===== src/logic/branch2_pkg.sv =====
// package for the branch group two execution unit
// assumes a decoder hands over an opcode class plus operands in one packet
package branch2_pkg;

  typedef enum logic [3:0] {
    OP_CMP_BYTE_A   = 4'h0,
    OP_CMP_WORD_A   = 4'h1,
    OP_CMP_BYTE_REG = 4'h2,
    OP_CMP_WORD_REG = 4'h3,
    OP_CMP_BYTE_MEM = 4'h4,
    OP_CMP_WORD_MEM = 4'h5,
    OP_DEC_BYTE_REG = 4'h6,
    OP_DEC_WORD_REG = 4'h7,
    OP_DEC_BYTE_MEM = 4'h8,
    OP_DEC_WORD_MEM = 4'h9,
    OP_TRAP_FAR     = 4'ha,
    OP_TRAP_EXIT    = 4'hb,
    OP_RET_WORD     = 4'hc,
    OP_RET_LONG     = 4'hd,
    OP_FRAME_SETUP  = 4'he,
    OP_FRAME_DROP   = 4'hf
  } op_t;

  // flag byte: bit positions inside the condition code word
  localparam int FLAG_C = 0;
  localparam int FLAG_V = 1;
  localparam int FLAG_Z = 2;
  localparam int FLAG_N = 3;
  localparam int FLAG_T = 4;
  localparam int FLAG_S = 5;
  localparam int FLAG_I = 6;

  // base cycle counts (taken / not taken)
  localparam logic [4:0] CYC_CMP_A_TK = 5'h05;
  localparam logic [4:0] CYC_CMP_A_NT = 5'h04;
  localparam logic [4:0] CYC_CMPB_R_TK = 5'h0d;
  localparam logic [4:0] CYC_CMPB_R_NT = 5'h0c;
  localparam logic [4:0] CYC_CMPW_R_TK = 5'h08;
  localparam logic [4:0] CYC_CMPW_R_NT = 5'h07;
  localparam logic [4:0] CYC_CMP_M_TK = 5'h07;
  localparam logic [4:0] CYC_CMP_M_NT = 5'h06;
  localparam logic [4:0] CYC_DEC_R_TK = 5'h07;
  localparam logic [4:0] CYC_DEC_R_NT = 5'h06;
  localparam logic [4:0] CYC_DEC_M_TK = 5'h08;
  localparam logic [4:0] CYC_DEC_M_NT = 5'h07;
  localparam logic [4:0] CYC_TRAP = 5'h11;
  localparam logic [4:0] CYC_TRAP_EXIT = 5'h11;
  localparam logic [4:0] CYC_RET_WORD = 5'h04;
  localparam logic [4:0] CYC_RET_LONG = 5'h06;
  localparam logic [4:0] CYC_FRAME = 5'h05;
  localparam logic [4:0] CYC_FRAME_DROP = 5'h05;

  // trap bus traffic: entry = bytes + words, exit = words
  localparam logic [2:0] TRAP_BYTE_ACC = 3'h3;
  localparam logic [2:0] TRAP_WORD_ACC = 3'h2;
  localparam logic [2:0] TRAP_EXIT_WORD_ACC = 3'h6;

  localparam logic [15:0] RESET_PC = 16'h0000;
  localparam logic [7:0] RESET_FLAGS = 8'h00;
  localparam logic [15:0] RESET_SP = 16'h0000;

  typedef struct packed {
    op_t op;
    logic [15:0] imm;     // imm8 in low byte for byte forms
    logic [7:0] disp;     // signed displacement
    logic [15:0] opnd;    // register operand value
    logic [15:0] ea;      // memory effective address
    logic [4:0] ea_cost;  // addressing mode cost (a)
    logic [23:0] target;  // trap vector target
  } instr_t;

  typedef struct packed {
    logic req;
    logic we;
    logic word;
    logic lock;
    logic [15:0] addr;
    logic [15:0] wdata;
  } bus_req_t;

endpackage


===== src/logic/alu_flags.sv =====
// compare / decrement arithmetic with flag generation
// purely combinational, operand width chosen per call
`timescale 1ns/100ps
`default_nettype none
module alu_flags (
  input wire logic [15:0] a,      // left operand
  input wire logic [15:0] b,      // right operand (subtrahend)
  input wire logic word,          // 1 = 16-bit, 0 = 8-bit
  output logic [15:0] diff,       // a - b at chosen width
  output logic n,                 // sign of result
  output logic z,                 // result zero
  output logic v,                 // signed overflow
  output logic c                  // borrow
);
  logic [16:0] d16;
  logic [8:0] d8;
  always_comb begin
    d16 = {1'b0, a} - {1'b0, b};
    d8 = {1'b0, a[7:0]} - {1'b0, b[7:0]};
    if (word) begin
      diff = d16[15:0];
      n = d16[15];
      z = (d16[15:0] == 16'h0000);
      v = (a[15] ^ b[15]) & (a[15] ^ d16[15]);
      c = d16[16];
    end else begin
      diff = {8'h00, d8[7:0]};
      n = d8[7];
      z = (d8[7:0] == 8'h00);
      v = (a[7] ^ b[7]) & (a[7] ^ d8[7]);
      c = d8[8];
    end
  end
endmodule
`default_nettype wire


===== src/logic/cpu_branch_group_two_exec.sv =====
// execution unit for compare/decrement branches, traps, returns, frames
// assumes the decoder delivers one instr_t at a time, bus answers in order
// Overview of operation
// - compare accumulator byte/word with immediate, branch if unequal, set NZVC
// - accumulator compare branches take 5 cycles taken, 4 not taken
// - byte register compare takes 13 cycles taken, 12 not taken
// - memory compare takes 7+(a) taken, 6+(a) not taken
// - word register compare takes 8 cycles taken, 7 not taken
// - byte decrement writes back, branches if nonzero, NZV set, C kept
// - word decrement behaves as byte form at 16 bits
// - register decrement branch takes 7 taken, 6 not taken
// - memory decrement branch takes 8+(a) taken, 7+(a) not taken
// - memory decrement is a locked read then write of operand width
// - trap entry uses 3 byte plus 2 word accesses; exit 6 words
// - trap exit restores all flags including I and S, 17 cycles
// - word return pops 16-bit PC in 4 cycles, flags untouched
// - long return pops PC and bank in 6 cycles, flags untouched
// - frame setup pushes frame pointer, reloads it, reserves imm8 bytes
// - frame teardown restores frame pointer and releases locals
`timescale 1ns/100ps
`default_nettype none
module cpu_branch_group_two_exec
  import branch2_pkg::*;
(
  input wire logic sys_clk,                 // 20 MHz core clock
  input wire logic rst,                     // sync reset, active high
  input wire logic instr_valid,             // instruction offered
  input wire branch2_pkg::instr_t instr,    // decoded instruction
  input wire logic [15:0] next_pc,          // address after instruction
  input wire logic [15:0] acc,              // accumulator low word
  output logic instr_ready,                 // unit idle, takes instr
  output branch2_pkg::bus_req_t bus,        // memory request
  input wire logic bus_ack,                 // request done this cycle
  input wire logic [15:0] bus_rdata,        // read data on ack
  output logic done,                        // last cycle of instruction
  output logic [15:0] pc,                   // program counter
  output logic [7:0] pc_bank,               // program bank
  output logic [7:0] flags,                 // condition code byte
  output logic [15:0] sp,                   // stack pointer
  output logic [15:0] fp,                   // frame pointer
  output logic reg_we,                      // register write-back strobe
  output logic [15:0] reg_wdata             // register write-back value
);
  import branch2_pkg::*;

  typedef enum logic [4:0] {
    S_IDLE = 5'b00001,
    S_READ = 5'b00010,
    S_WRITE = 5'b00100,
    S_STACK = 5'b01000,
    S_WAIT = 5'b10000
  } state_t;

  function automatic logic is_word(input op_t o);
    return o inside {OP_CMP_WORD_A, OP_CMP_WORD_REG, OP_CMP_WORD_MEM,
                     OP_DEC_WORD_REG, OP_DEC_WORD_MEM};
  endfunction

  function automatic logic [15:0] rel_target(input logic [15:0] base,
                                             input logic [7:0] d);
    return base + {{8{d[7]}}, d};
  endfunction

  state_t state, next_state;
  instr_t cur, next_cur;
  logic [15:0] pc_n;
  logic [7:0] bank_n, flags_n;
  logic [15:0] sp_n, fp_n;
  logic [2:0] acc_cnt, next_acc_cnt;
  logic [15:0] hold, next_hold;
  logic [15:0] npc, next_npc;
  logic taken, next_taken;
  logic [5:0] len;
  logic tload, tbusy, tlast;

  logic [15:0] alu_a;
  logic [15:0] diff;
  logic an, az, av, ac;
  logic mem_op, dec_op;

  alu_flags u_alu (
    .a(alu_a),
    .b(cur.op inside {OP_DEC_BYTE_REG, OP_DEC_WORD_REG,
                      OP_DEC_BYTE_MEM, OP_DEC_WORD_MEM} ? 16'h0001 : cur.imm),
    .word(is_word(cur.op)),
    .diff(diff),
    .n(an),
    .z(az),
    .v(av),
    .c(ac)
  );

  cycle_timer #(.WIDTH(6)) u_timer (
    .sys_clk(sys_clk),
    .rst(rst),
    .load(tload),
    .len(len),
    .busy(tbusy),
    .last(tlast)
  );

  assign mem_op = cur.op inside {OP_CMP_BYTE_MEM, OP_CMP_WORD_MEM,
                                 OP_DEC_BYTE_MEM, OP_DEC_WORD_MEM};
  assign dec_op = cur.op inside {OP_DEC_BYTE_REG, OP_DEC_WORD_REG,
                                 OP_DEC_BYTE_MEM, OP_DEC_WORD_MEM};

  // operand source: accumulator, register, or word fetched from memory
  always_comb begin
    case (cur.op)
      OP_CMP_BYTE_A, OP_CMP_WORD_A: alu_a = acc;
      OP_CMP_BYTE_MEM, OP_CMP_WORD_MEM,
      OP_DEC_BYTE_MEM, OP_DEC_WORD_MEM: alu_a = hold;
      default: alu_a = cur.opnd;
    endcase
  end

  // timer length after any bus accesses; taken branches cost one more cycle for the refetch
  function automatic logic [5:0] cycles(input op_t o, input logic tk,
                                        input logic [4:0] a);
    logic [4:0] b;
    b = 5'h01;
    case (o)
      OP_CMP_BYTE_A, OP_CMP_WORD_A: b = tk ? CYC_CMP_A_TK : CYC_CMP_A_NT;
      OP_CMP_BYTE_REG: b = tk ? CYC_CMPB_R_TK : CYC_CMPB_R_NT;
      OP_CMP_WORD_REG: b = tk ? CYC_CMPW_R_TK : CYC_CMPW_R_NT;
      OP_CMP_BYTE_MEM, OP_CMP_WORD_MEM:
        return {1'b0, tk ? CYC_CMP_M_TK : CYC_CMP_M_NT} + {1'b0, a};
      OP_DEC_BYTE_REG, OP_DEC_WORD_REG:
        b = tk ? CYC_DEC_R_TK : CYC_DEC_R_NT;
      OP_DEC_BYTE_MEM, OP_DEC_WORD_MEM:
        return {1'b0, tk ? CYC_DEC_M_TK : CYC_DEC_M_NT} + {1'b0, a};
      OP_TRAP_FAR: b = CYC_TRAP;
      OP_TRAP_EXIT: b = CYC_TRAP_EXIT;
      OP_RET_WORD: b = CYC_RET_WORD;
      OP_RET_LONG: b = CYC_RET_LONG;
      OP_FRAME_SETUP: b = CYC_FRAME;
      OP_FRAME_DROP: b = CYC_FRAME_DROP;
      default: b = 5'h01;
    endcase
    return {1'b0, b};
  endfunction

  // number of stack accesses each op needs; zero for memory operand forms
  function automatic logic [2:0] accesses(input op_t o);
    case (o)
      OP_TRAP_FAR: return TRAP_BYTE_ACC + TRAP_WORD_ACC;
      OP_TRAP_EXIT: return TRAP_EXIT_WORD_ACC;
      OP_RET_WORD: return 3'h1;
      OP_RET_LONG: return 3'h2;
      OP_FRAME_SETUP: return 3'h1;
      OP_FRAME_DROP: return 3'h1;
      default: return 3'h0;
    endcase
  endfunction

  always_comb begin
    next_state = state;
    next_cur = cur;
    next_npc = npc;
    next_hold = hold;
    next_taken = taken;
    next_acc_cnt = acc_cnt;
    pc_n = pc;
    bank_n = pc_bank;
    flags_n = flags;
    sp_n = sp;
    fp_n = fp;
    tload = 1'b0;
    len = 6'h01;
    bus = '0;
    reg_we = 1'b0;
    reg_wdata = diff;
    done = 1'b0;
    case (state)
      S_IDLE: begin
        if (instr_valid) begin
          next_cur = instr;
          next_npc = next_pc;
          next_acc_cnt = accesses(instr.op);
          if (instr.op inside {OP_CMP_BYTE_MEM, OP_CMP_WORD_MEM,
                               OP_DEC_BYTE_MEM, OP_DEC_WORD_MEM}) begin
            next_state = S_READ;
          end else if (accesses(instr.op) != 3'h0) begin
            next_state = S_STACK;
          end else begin
            next_state = S_WAIT;  // register and accumulator forms
          end
        end
      end
      S_READ: begin
        bus.req = 1'b1;
        bus.word = is_word(cur.op);
        bus.addr = cur.ea;
        bus.lock = dec_op;
        if (bus_ack) begin
          next_hold = bus_rdata;
          next_state = dec_op ? S_WRITE : S_WAIT;
        end
      end
      S_WRITE: begin
        // second half of the locked read-modify-write
        bus.req = 1'b1;
        bus.we = 1'b1;
        bus.lock = 1'b1;
        bus.word = is_word(cur.op);
        bus.addr = cur.ea;
        bus.wdata = diff;
        if (bus_ack) begin
          next_state = S_WAIT;
        end
      end
      S_STACK: begin
        bus.req = 1'b1;
        bus.word = 1'b1;
        case (cur.op)
          OP_TRAP_FAR: begin
            // flags, bank as bytes, then pc and word frame
            bus.we = 1'b1;
            bus.word = (acc_cnt <= TRAP_WORD_ACC);
            bus.addr = sp - 16'h0002;
            bus.wdata = (acc_cnt == 3'h5) ? {8'h00, flags} :
                        (acc_cnt == 3'h4) ? {8'h00, pc_bank} : npc;
            if (bus_ack) sp_n = sp - 16'h0002;
          end
          OP_FRAME_SETUP: begin
            bus.we = 1'b1;
            bus.addr = sp - 16'h0002;
            bus.wdata = fp;
            if (bus_ack) begin
              fp_n = sp - 16'h0002;
              sp_n = sp - 16'h0002 - {8'h00, cur.imm[7:0]};
            end
          end
          OP_FRAME_DROP: begin
            bus.addr = fp;
            if (bus_ack) begin
              fp_n = bus_rdata;
              sp_n = fp + 16'h0002;
            end
          end
          default: begin
            // pops: trap exit, word and long return
            bus.addr = sp;
            if (bus_ack) begin
              sp_n = sp + 16'h0002;
              if (acc_cnt == 3'h1) begin
                if (cur.op == OP_RET_LONG) bank_n = bus_rdata[7:0];
                else if (cur.op == OP_TRAP_EXIT)
                  flags_n = bus_rdata[7:0];
                else next_npc = bus_rdata;
              end else if (acc_cnt == 3'h2 || cur.op == OP_TRAP_EXIT) begin
                if (acc_cnt == 3'h2 && cur.op == OP_TRAP_EXIT)
                  bank_n = bus_rdata[7:0];
                else if (acc_cnt == 3'h3 || cur.op == OP_RET_LONG)
                  next_npc = bus_rdata;
              end
            end
          end
        endcase
        if (bus_ack) begin
          next_acc_cnt = acc_cnt - 3'h1;
          if (acc_cnt == 3'h1) next_state = S_WAIT;
        end
      end
      S_WAIT: begin
        if (!tbusy) begin
          next_taken = dec_op ? !az : !az;
          tload = 1'b1;
          len = cycles(cur.op, !az, cur.ea_cost);
          if (cur.op inside {OP_RET_WORD, OP_RET_LONG, OP_TRAP_EXIT,
                             OP_TRAP_FAR, OP_FRAME_SETUP, OP_FRAME_DROP})
            len = cycles(cur.op, 1'b0, 5'h00);
          if (dec_op) begin
            flags_n[FLAG_N] = an;
            flags_n[FLAG_Z] = az;
            flags_n[FLAG_V] = av;  // carry left alone
            reg_we = !mem_op;
          end else if (cur.op < OP_DEC_BYTE_REG) begin
            flags_n[FLAG_N] = an;
            flags_n[FLAG_Z] = az;
            flags_n[FLAG_V] = av;
            flags_n[FLAG_C] = ac;
          end
        end else if (tlast) begin
          done = 1'b1;
          next_state = S_IDLE;
          if (cur.op <= OP_DEC_WORD_MEM)
            pc_n = taken ? rel_target(npc, cur.disp) : npc;
          else if (cur.op == OP_TRAP_FAR) begin
            pc_n = cur.target[15:0];
            bank_n = cur.target[23:16];
            flags_n[FLAG_S] = 1'b1;
            flags_n[FLAG_I] = 1'b0;  // entry masks further interrupts
          end else
            pc_n = npc;
        end
      end
      default: next_state = S_IDLE;
    endcase
  end

  assign instr_ready = (state == S_IDLE);

  always_ff @(posedge sys_clk) begin
    if (rst) begin
      state <= S_IDLE;
      cur <= '0;
      npc <= RESET_PC;
      hold <= 16'h0000;
      taken <= 1'b0;
      acc_cnt <= 3'h0;
      pc <= RESET_PC;
      pc_bank <= 8'h00;
      flags <= RESET_FLAGS;
      sp <= RESET_SP;
      fp <= RESET_SP;
    end else begin
      state <= next_state;
      cur <= next_cur;
      npc <= next_npc;
      hold <= next_hold;
      taken <= next_taken;
      acc_cnt <= next_acc_cnt;
      pc <= pc_n;
      pc_bank <= bank_n;
      flags <= flags_n;
      sp <= sp_n;
      fp <= fp_n;
    end
  end
endmodule
`default_nettype wire


===== src/logic/cycle_timer.sv =====
// counts out the cycles an instruction occupies
// assumes load pulses only while idle
`timescale 1ns/100ps
`default_nettype none
module cycle_timer #(
  parameter int WIDTH = 6
) (
  input wire logic sys_clk,          // core clock
  input wire logic rst,              // sync reset
  input wire logic load,             // start a count
  input wire logic [WIDTH-1:0] len,  // cycles to occupy
  output logic busy,                 // count running
  output logic last                  // final cycle of count
);
  initial begin
    if (WIDTH < 3) $error("cycle_timer width too small");
  end
  logic [WIDTH-1:0] cnt;
  logic [WIDTH-1:0] next_cnt;
  always_comb begin
    next_cnt = cnt;
    if (load) begin
      next_cnt = len;
    end else if (cnt != '0) begin
      next_cnt = cnt - {{(WIDTH-1){1'b0}}, 1'b1};
    end
  end
  always_ff @(posedge sys_clk) begin
    if (rst) begin
      cnt <= '0;
    end else begin
      cnt <= next_cnt;
    end
  end
  assign busy = (cnt != '0);
  assign last = (cnt == {{(WIDTH-1){1'b0}}, 1'b1});
endmodule
`default_nettype wire


===== config.mk =====
export PLATFORM = sky130hd
export DESIGN_NAME = cpu_branch_group_two_exec
export DESIGN_NICKNAME = d
export VERILOG_FILES = /design/src/logic/branch2_pkg.sv /design/src/logic/alu_flags.sv /design/src/logic/cpu_branch_group_two_exec.sv /design/src/logic/cycle_timer.sv
export SDC_FILE = /design/constraint.sdc
export NUM_CORES = 1
export LEC_CHECK = 0
export BUFFER_PORTS_ARGS = -buffer_cell sky130_fd_sc_hd__buf_2
export CAP_MARGIN = 20
export CORE_MARGIN = 2
export CORE_UTILIZATION = 55
export DETAILED_ROUTE_END_ITERATION = 16
export PLACE_DENSITY_LB_ADDON = 0.08
export SETUP_SLACK_MARGIN = 0.05
export SYNTH_ARGS = -nofsm -noshare
export SYNTH_HDL_FRONTEND = slang
export SYNTH_HIERARCHICAL = 1
export SYNTH_SLANG_ARGS = --single-unit

===== constraint.sdc =====
create_clock -name sys_clk -period 10.4 [get_ports sys_clk]
set_input_delay 0.52 -clock sys_clk [delete_from_list [all_inputs] [get_ports sys_clk]]
set_output_delay 0.52 -clock sys_clk [all_outputs]
set_load 0.005 [all_outputs]

-- Word-level counts from Yosys, hierarchy flattened
Index checks and enable logic that the tools add are counted.
- register bits after elaboration: 200
- latch bits: 0
- memory bits (writable): 0
- bits in read-only memories: 0
- input bits: 141
- output and inout bits: 119
- logic and storage cells: 264
- memories kept: 0
- add/sub/neg operators: 11
- $mul: 0
- divide/modulo/power cells: 0
- magnitude comparators: 3
- eq/ne operators: 61
- shift-type cells: 0
- multiplexer cells: 112
- bitwise gates (word level): 9
- reductions and logical operators: 47
- operators with widths (operator ; count):
    two-way mux 16 bit ; 21
    one-hot mux 16 bit (2 select lines) ; 7
    two-way mux 8 bit ; 10
    == test 4 bit (second input constant) ; 16
    two-way mux 5 bit ; 10
    one-hot mux 16 bit (3 select lines) ; 1
    two-way mux 6 bit ; 7
    one-hot mux 5 bit (8 select lines) ; 1
    two-way mux 7 bit ; 5
    != test 2 bit (second input constant) ; 17
    adder 16 x 2 -> 16 bit (second input constant) ; 2
    one-hot mux 5 bit (6 select lines) ; 1
    two-way mux 1 bit ; 25
    one-hot mux 5 bit (5 select lines) ; 1
    == test 4 x 3 -> 1 bit (second input constant) ; 6
    != test 3 bit (second input constant) ; 8
    one-hot mux 6 bit (2 select lines) ; 2
    AND reduction 10 bit ; 2
    two-way mux 3 bit ; 6
    AND reduction 9 bit ; 2
    subtractor 16 x 16 -> 17 bit ; 1
    adder 16 bit ; 1
    logical NOT 16 bit ; 1
    one-hot mux 8 bit (2 select lines) ; 1
    50 further kinds ; 89

-- Depth between registers and ports, before layout
- depth in word-level cells: 14
- mapped depth: 31
- gate-level depth less buffers: 28

-- Hierarchy
The synthesis kept the hierarchy.
- by module, submodules not included (module ; times used ; cells each ; area each (um2) ; seq. area each (um2)):
    cpu_branch_group_two_exec ; 1 ; 1743 ; 12489.5 ; 3883.7
    alu_flags ; 1 ; 151 ; 1051.0 ; 0.0
    cycle_timer ; 1 ; 45 ; 391.6 ; 120.1

-- Worst setup path after synthesis
Ideal clock, no wire load.
- kind: reg-to-reg
- start point: register cur[88] (netlist bit)
- end point: register u_timer.cnt[4]
- setup time: 0.086 ns
- arrival: 5.902 ns
- required time: 10.314 ns
- setup slack: 4.413 ns
- cell stages (with the launch flop): 29
- buffers on the path: 5
- period minus slack after synthesis: 5.987 ns
- path through: dfxtp_1 buf_2 buf_1 clkbuf_1 mux2i_1 o22a_1 o21ai_0 ha_1 clkbuf_1 and3_4 a221o_1 or3_4 nor4b_4 or2b_1 o31ai_2 clkbuf_1 inv_1 ha_1 ha_1 fa_1 a21o_1 a21oi_1 xnor2_1 nor2_1 nor2_1 a21oi_1 nor2_1 nor2_1 a211oi_1
- cells in the longest elaborated chain, start to end: 14
- elaborated cells on any way between the ends: 54
- those cells by class: add/sub (4); eq/ne (15); mux (20); reduce/logical (15)
- ends and longest elaborated chain (what ; RTL line ; RTL):
    start, declared ; cpu_branch_group_two_exec.sv:65 ; instr_t cur, next_cur;
    start signal, assigned ; cpu_branch_group_two_exec.sv:319 ; cur <= next_cur;
    == test 4 bit, or another cell as far along ; cpu_branch_group_two_exec.sv:109 ; case (cur.op)
    OR reduction 4 bit (no source line) / OR reduction 2 bit (equally long branches) ; -- ;
    one-hot mux 16 bit (2 select lines) * ; cpu_branch_group_two_exec.sv:109 ;
    named net alu_a[7] ; cpu_branch_group_two_exec.sv:76 ; logic [15:0] alu_a;
    subtractor 16 x 16 -> 17 bit / subtractor 8 x 8 -> 9 bit (equally long branches) ; alu_flags.sv:18, alu_flags.sv:19 ;
    logical NOT 16 bit / logical NOT 8 bit (equally long branches) ; alu_flags.sv:23, alu_flags.sv:29 ;
    two-way mux 1 bit * ; alu_flags.sv:20 ; if (word) begin
    named net az ; cpu_branch_group_two_exec.sv:78 ; logic an, az, av, ac;
    two-way mux 4 bit / two-way mux 1 bit (equally long branches) ; cpu_branch_group_two_exec.sv:131, cpu_branch_group_two_exec.sv:127 ;
    adder 4 x 5 -> 6 bit / adder 5 x 5 -> 6 bit (equally long branches) ; cpu_branch_group_two_exec.sv:131, cpu_branch_group_two_exec.sv:127 ;
    one-hot mux 6 bit (2 select lines) * ; cpu_branch_group_two_exec.sv:122 ; case (o)
    two-way mux 6 bit * ; cpu_branch_group_two_exec.sv:140 ; return {1'b0, b};
    two-way mux 6 bit * ; cpu_branch_group_two_exec.sv:270 ; if (cur.op inside {OP_RET_WORD, OP_RET_LONG, OP_TRAP_EXIT,
    two-way mux 6 bit * ; cpu_branch_group_two_exec.sv:266 ; if (!tbusy) begin
    two-way mux 6 bit * ; cpu_branch_group_two_exec.sv:174 ; case (state)
    named net len[4] ; cpu_branch_group_two_exec.sv:73 ; logic [5:0] len;
    two-way mux 6 bit * ; cycle_timer.sv:22 ; if (load) begin
    end signal, assigned ; cycle_timer.sv:32 ; cnt <= next_cnt;
    end, declared ; cycle_timer.sv:18 ; logic [WIDTH-1:0] cnt;
The timed path passes the listed nets; every way through them passes the cells marked *. The select of a mux whose other input is x is not followed.
A chain may end at the register's enable or synchronous reset.

-- Worst setup path after layout
- start point: register cur[86] (netlist bit)
- end point: register u_timer.cnt[4]
The elaborated chain is that of the path after synthesis.

==> metrics.txt <==
FFs w/ async S/R, synth=0; Setup Buffers After CTS=0; IO Count=260; CTS clk-pin slew, worst paths=0.09 ns; EDFF count, synth=0; number of buffers added on ports=259; Final Non-Filler Cells=2438; Synth Area per Inst=7.185 µm²; Post-Route Utilization=0.6302; Die Span X=163.2 µm; share of layout cells above drive strength 1=0.1667; post-synthesis sequential area ratio=0.2874; DP HPWL=38380 µm; CTS buffer count=17; DR WL/cell=21.22 µm; placed insts=2403; slowest stage delay, CP=0.79 ns; row cnt=58; Fmax achieved=145.1 MHz; Pwr Density=199.9 nW/µm²; worst setup path start=cur[86]; synth unique cells=97; Iteration-0 DRC Markers=1716; P&R area growth vs syn=13.25%; via count=15320; RR Startpoint=cur[86]; part of the power in registers=0.324; Internal=1.755 mW; min-delay worst type=in -> reg; Yosys warnings=6; global-route wire length before repair=79490 µm; die area=26620 µm²; Congestion Overflow GR=0; Core Box Area=25040 µm²; Logic pwr share=0.456; # DRC=0; Die H=163.2 µm; post-synth net total=2139; number of global-route vias before repair=13870; top_reg_cell synth=dfxtp_1; Startpoint Class=flip-flop; CTS tree=done; Initial Util=0.5565; WP data required=10.76 ns; crit path to=u_timer/cnt[4]; Slew @ Worst Pin=1.112 ns; #FFs+latches synth=200; Cells after Synth=1939; crit path kind=reg -> reg; H-tree depth=4; Antenna Violating Nets Remaining=0; Psw=1.399 mW; initial antenna violation count=5; status=completed; Rel. slew slack=0.2561; Worst Path Max Fanout=24; final period utilization=0.6628; Top cell by count, worst path=nor2_1; max cap viols=0; Hold Vio Cnt, Final=0; Design Power=3.154 mW; setup slack, reg-to-reg=3.51 ns; CP arrival=7.25 ns; DR vias/cell=6.285; GPL Wtd Cong=0.9708; hold-fix buffers at CTS=0; Max Slew Vio Count=0; Longest Clk Path Bufs=2; setup violators final=0; Clock Latency Late Sink=0.46 ns; PostCTS Resize Cnt=0; Clock power frac=0.220; Layout Nets=2293; Total GRT Usage=0.3836; sw frac=0.4436; fin area=15780 µm²; pin count of the biggest net entering global routing=107; Routed WL=51750 µm; reg-to-reg endpoint=u_timer/cnt[4]; VDD IR max=0.1257 mV; Post-Synthesis Cell Area=13930 µm²; clk_skew=0.01965 ns; Critical-path top delay cell=dfxtp_1; dpl cell area=15140 µm²; Crit. End Element=flip-flop; setup tns final=0 ns; Lkg Pwr=6.404 nW; Worst R2R Path Depth=26; fin crit period=6.893 ns; RSZ-0062 raised after global routing=false; drt first pass iters=6; root cell of the clock tree=clkbuf_16; clock sinks=200
-- how the worst min path moves through the flow --
stage | startpoint | endpoint | cells past startpoint
2_1_floorplan | cur[77] | cur[77] | 2
3_3_place_gp | cur[80] | cur[80] | 2
3_5_place_dp | cur[80] | cur[80] | 2
4_1_cts | instr[79] | cur[79] | 3
5_1_grt | instr[52] | cur[52] | 3
6_report | instr[65] | cur[65] | 3
-- layout by cell type, fill, tap and decap left out, drive strengths merged, types with 9 or more instances in the layout --
cell    netlist  final
a221oi       15     15
o22ai        12     12
o21a         15     15
nand2b       20     20
nor2b        10     10
or3          16     16
nand2       408    408
and2         33     33
o22a         17     17
a22oi        16     16
nor2        165    165
xor2         20     20
inv          63     71
mux2i        35     35
a21o         12     12
o21ai        93     93
a311oi       22     22
a21oi       215    215
dfxtp       200    200
nand4        14     14
clkbuf      117     18
nand3        47     47
nor3         43     43
a211oi       39     39
and3         16     16
o211ai       15     15
buf          25    278
ha           55     55
xnor2        40     40
nor3b         9      9
-- stage by stage --
step / hold slack [ns] / setup WS [ns]
after floorplan: 0.4317 / 4.413
after global placement: 0.4412 / 3.856
after detailed placement: 0.4444 / 3.672
after CTS: 0.2782 / 3.626
after global routing: 0.2872 / 3.091
final: 0.2898 / 3.507
-- Yosys cell counts (16+ instances only) --
cell / count / area share
a22oi_1: 16 / 0.0086
o22a_1: 17 / 0.011
a311oi_1: 22 / 0.014
and2_1: 33 / 0.015
o21ai_0: 91 / 0.033
nor2_1: 165 / 0.044
xnor2_1: 40 / 0.025
mux2i_1: 35 / 0.025
a21oi_1: 215 / 0.077
clkbuf_1: 112 / 0.030
xor2_1: 20 / 0.013
inv_1: 63 / 0.017
nand2b_1: 20 / 0.0090
ha_1: 55 / 0.049
nand2_1: 406 / 0.11
a211oi_1: 38 / 0.020
nand3_1: 47 / 0.017
dfxtp_1: 200 / 0.29
nor3_1: 41 / 0.015
-- critical path: cells and delay by family (launching register included) --
family          cells  cell delay (ns)
buf+inv             3             0.63
xor+xnor            1             0.15
compound gates      7             1.84
flops               1             0.79
simple gates       11             2.25
fa+ha+maj           4             1.14
-- power groups by stage --
| stage | logic [mW] | clock network [mW] | registers, mW |
|---|---|---|---|
| 5_1_grt | 1.58 | 0.728 | 1.04 |
| 2_1_floorplan | 1.05 | 0 | 0.967 |
| 3_3_place_gp | 1.38 | 0 | 1.03 |
| 4_1_cts | 1.41 | 0.700 | 1.02 |
| 3_5_place_dp | 1.40 | 0 | 1.04 |
| 6_report | 1.44 | 0.693 | 1.02 |
-- registers in the layout, summed over array words and instances (netlist names) --
name,flops
cur,89
fp,16
hold,16
npc,16
pc,16
sp,16
flags,8
pc_bank,8
u_timer/cnt,6
state,5
acc_cnt,3
taken,1
-- area by class of cell --
class,instances,area (µm²)
Antenna cell,2,5.005
Multi-Input combinational cell,1532,9039
Sequential cell,200,4006
Tap cell,330,412.9
Inverter,64,240.2
Clock buffer,18,429.2
Timing Repair Buffer,278,1473
Clock inverter,14,172.7
Fill cell,2380,9259
-- metal layers --
layer,wire (µm),up-vias,track usage
met1,22540,7234,0.5456
met4,1836,4,0.1416
met3,5163,111,0.07263
li1,-,7169,-
met5,27,-,0
met2,22180,804,0.5750
-- cells by family after synthesis --
| kind of cell | share of synthesized area |
|---|---|
| XOR/XNOR | 0.03772 |
| multiplexers | 0.02595 |
| AO/OA/AOI/OAI | 0.2607 |
| AND/OR/NAND/NOR | 0.2685 |
| buffers and inverters | 0.06457 |
| flip-flops | 0.2874 |
| adder cells (fa/ha/maj) | 0.05514 |
(Power assumes the default switching activity.)
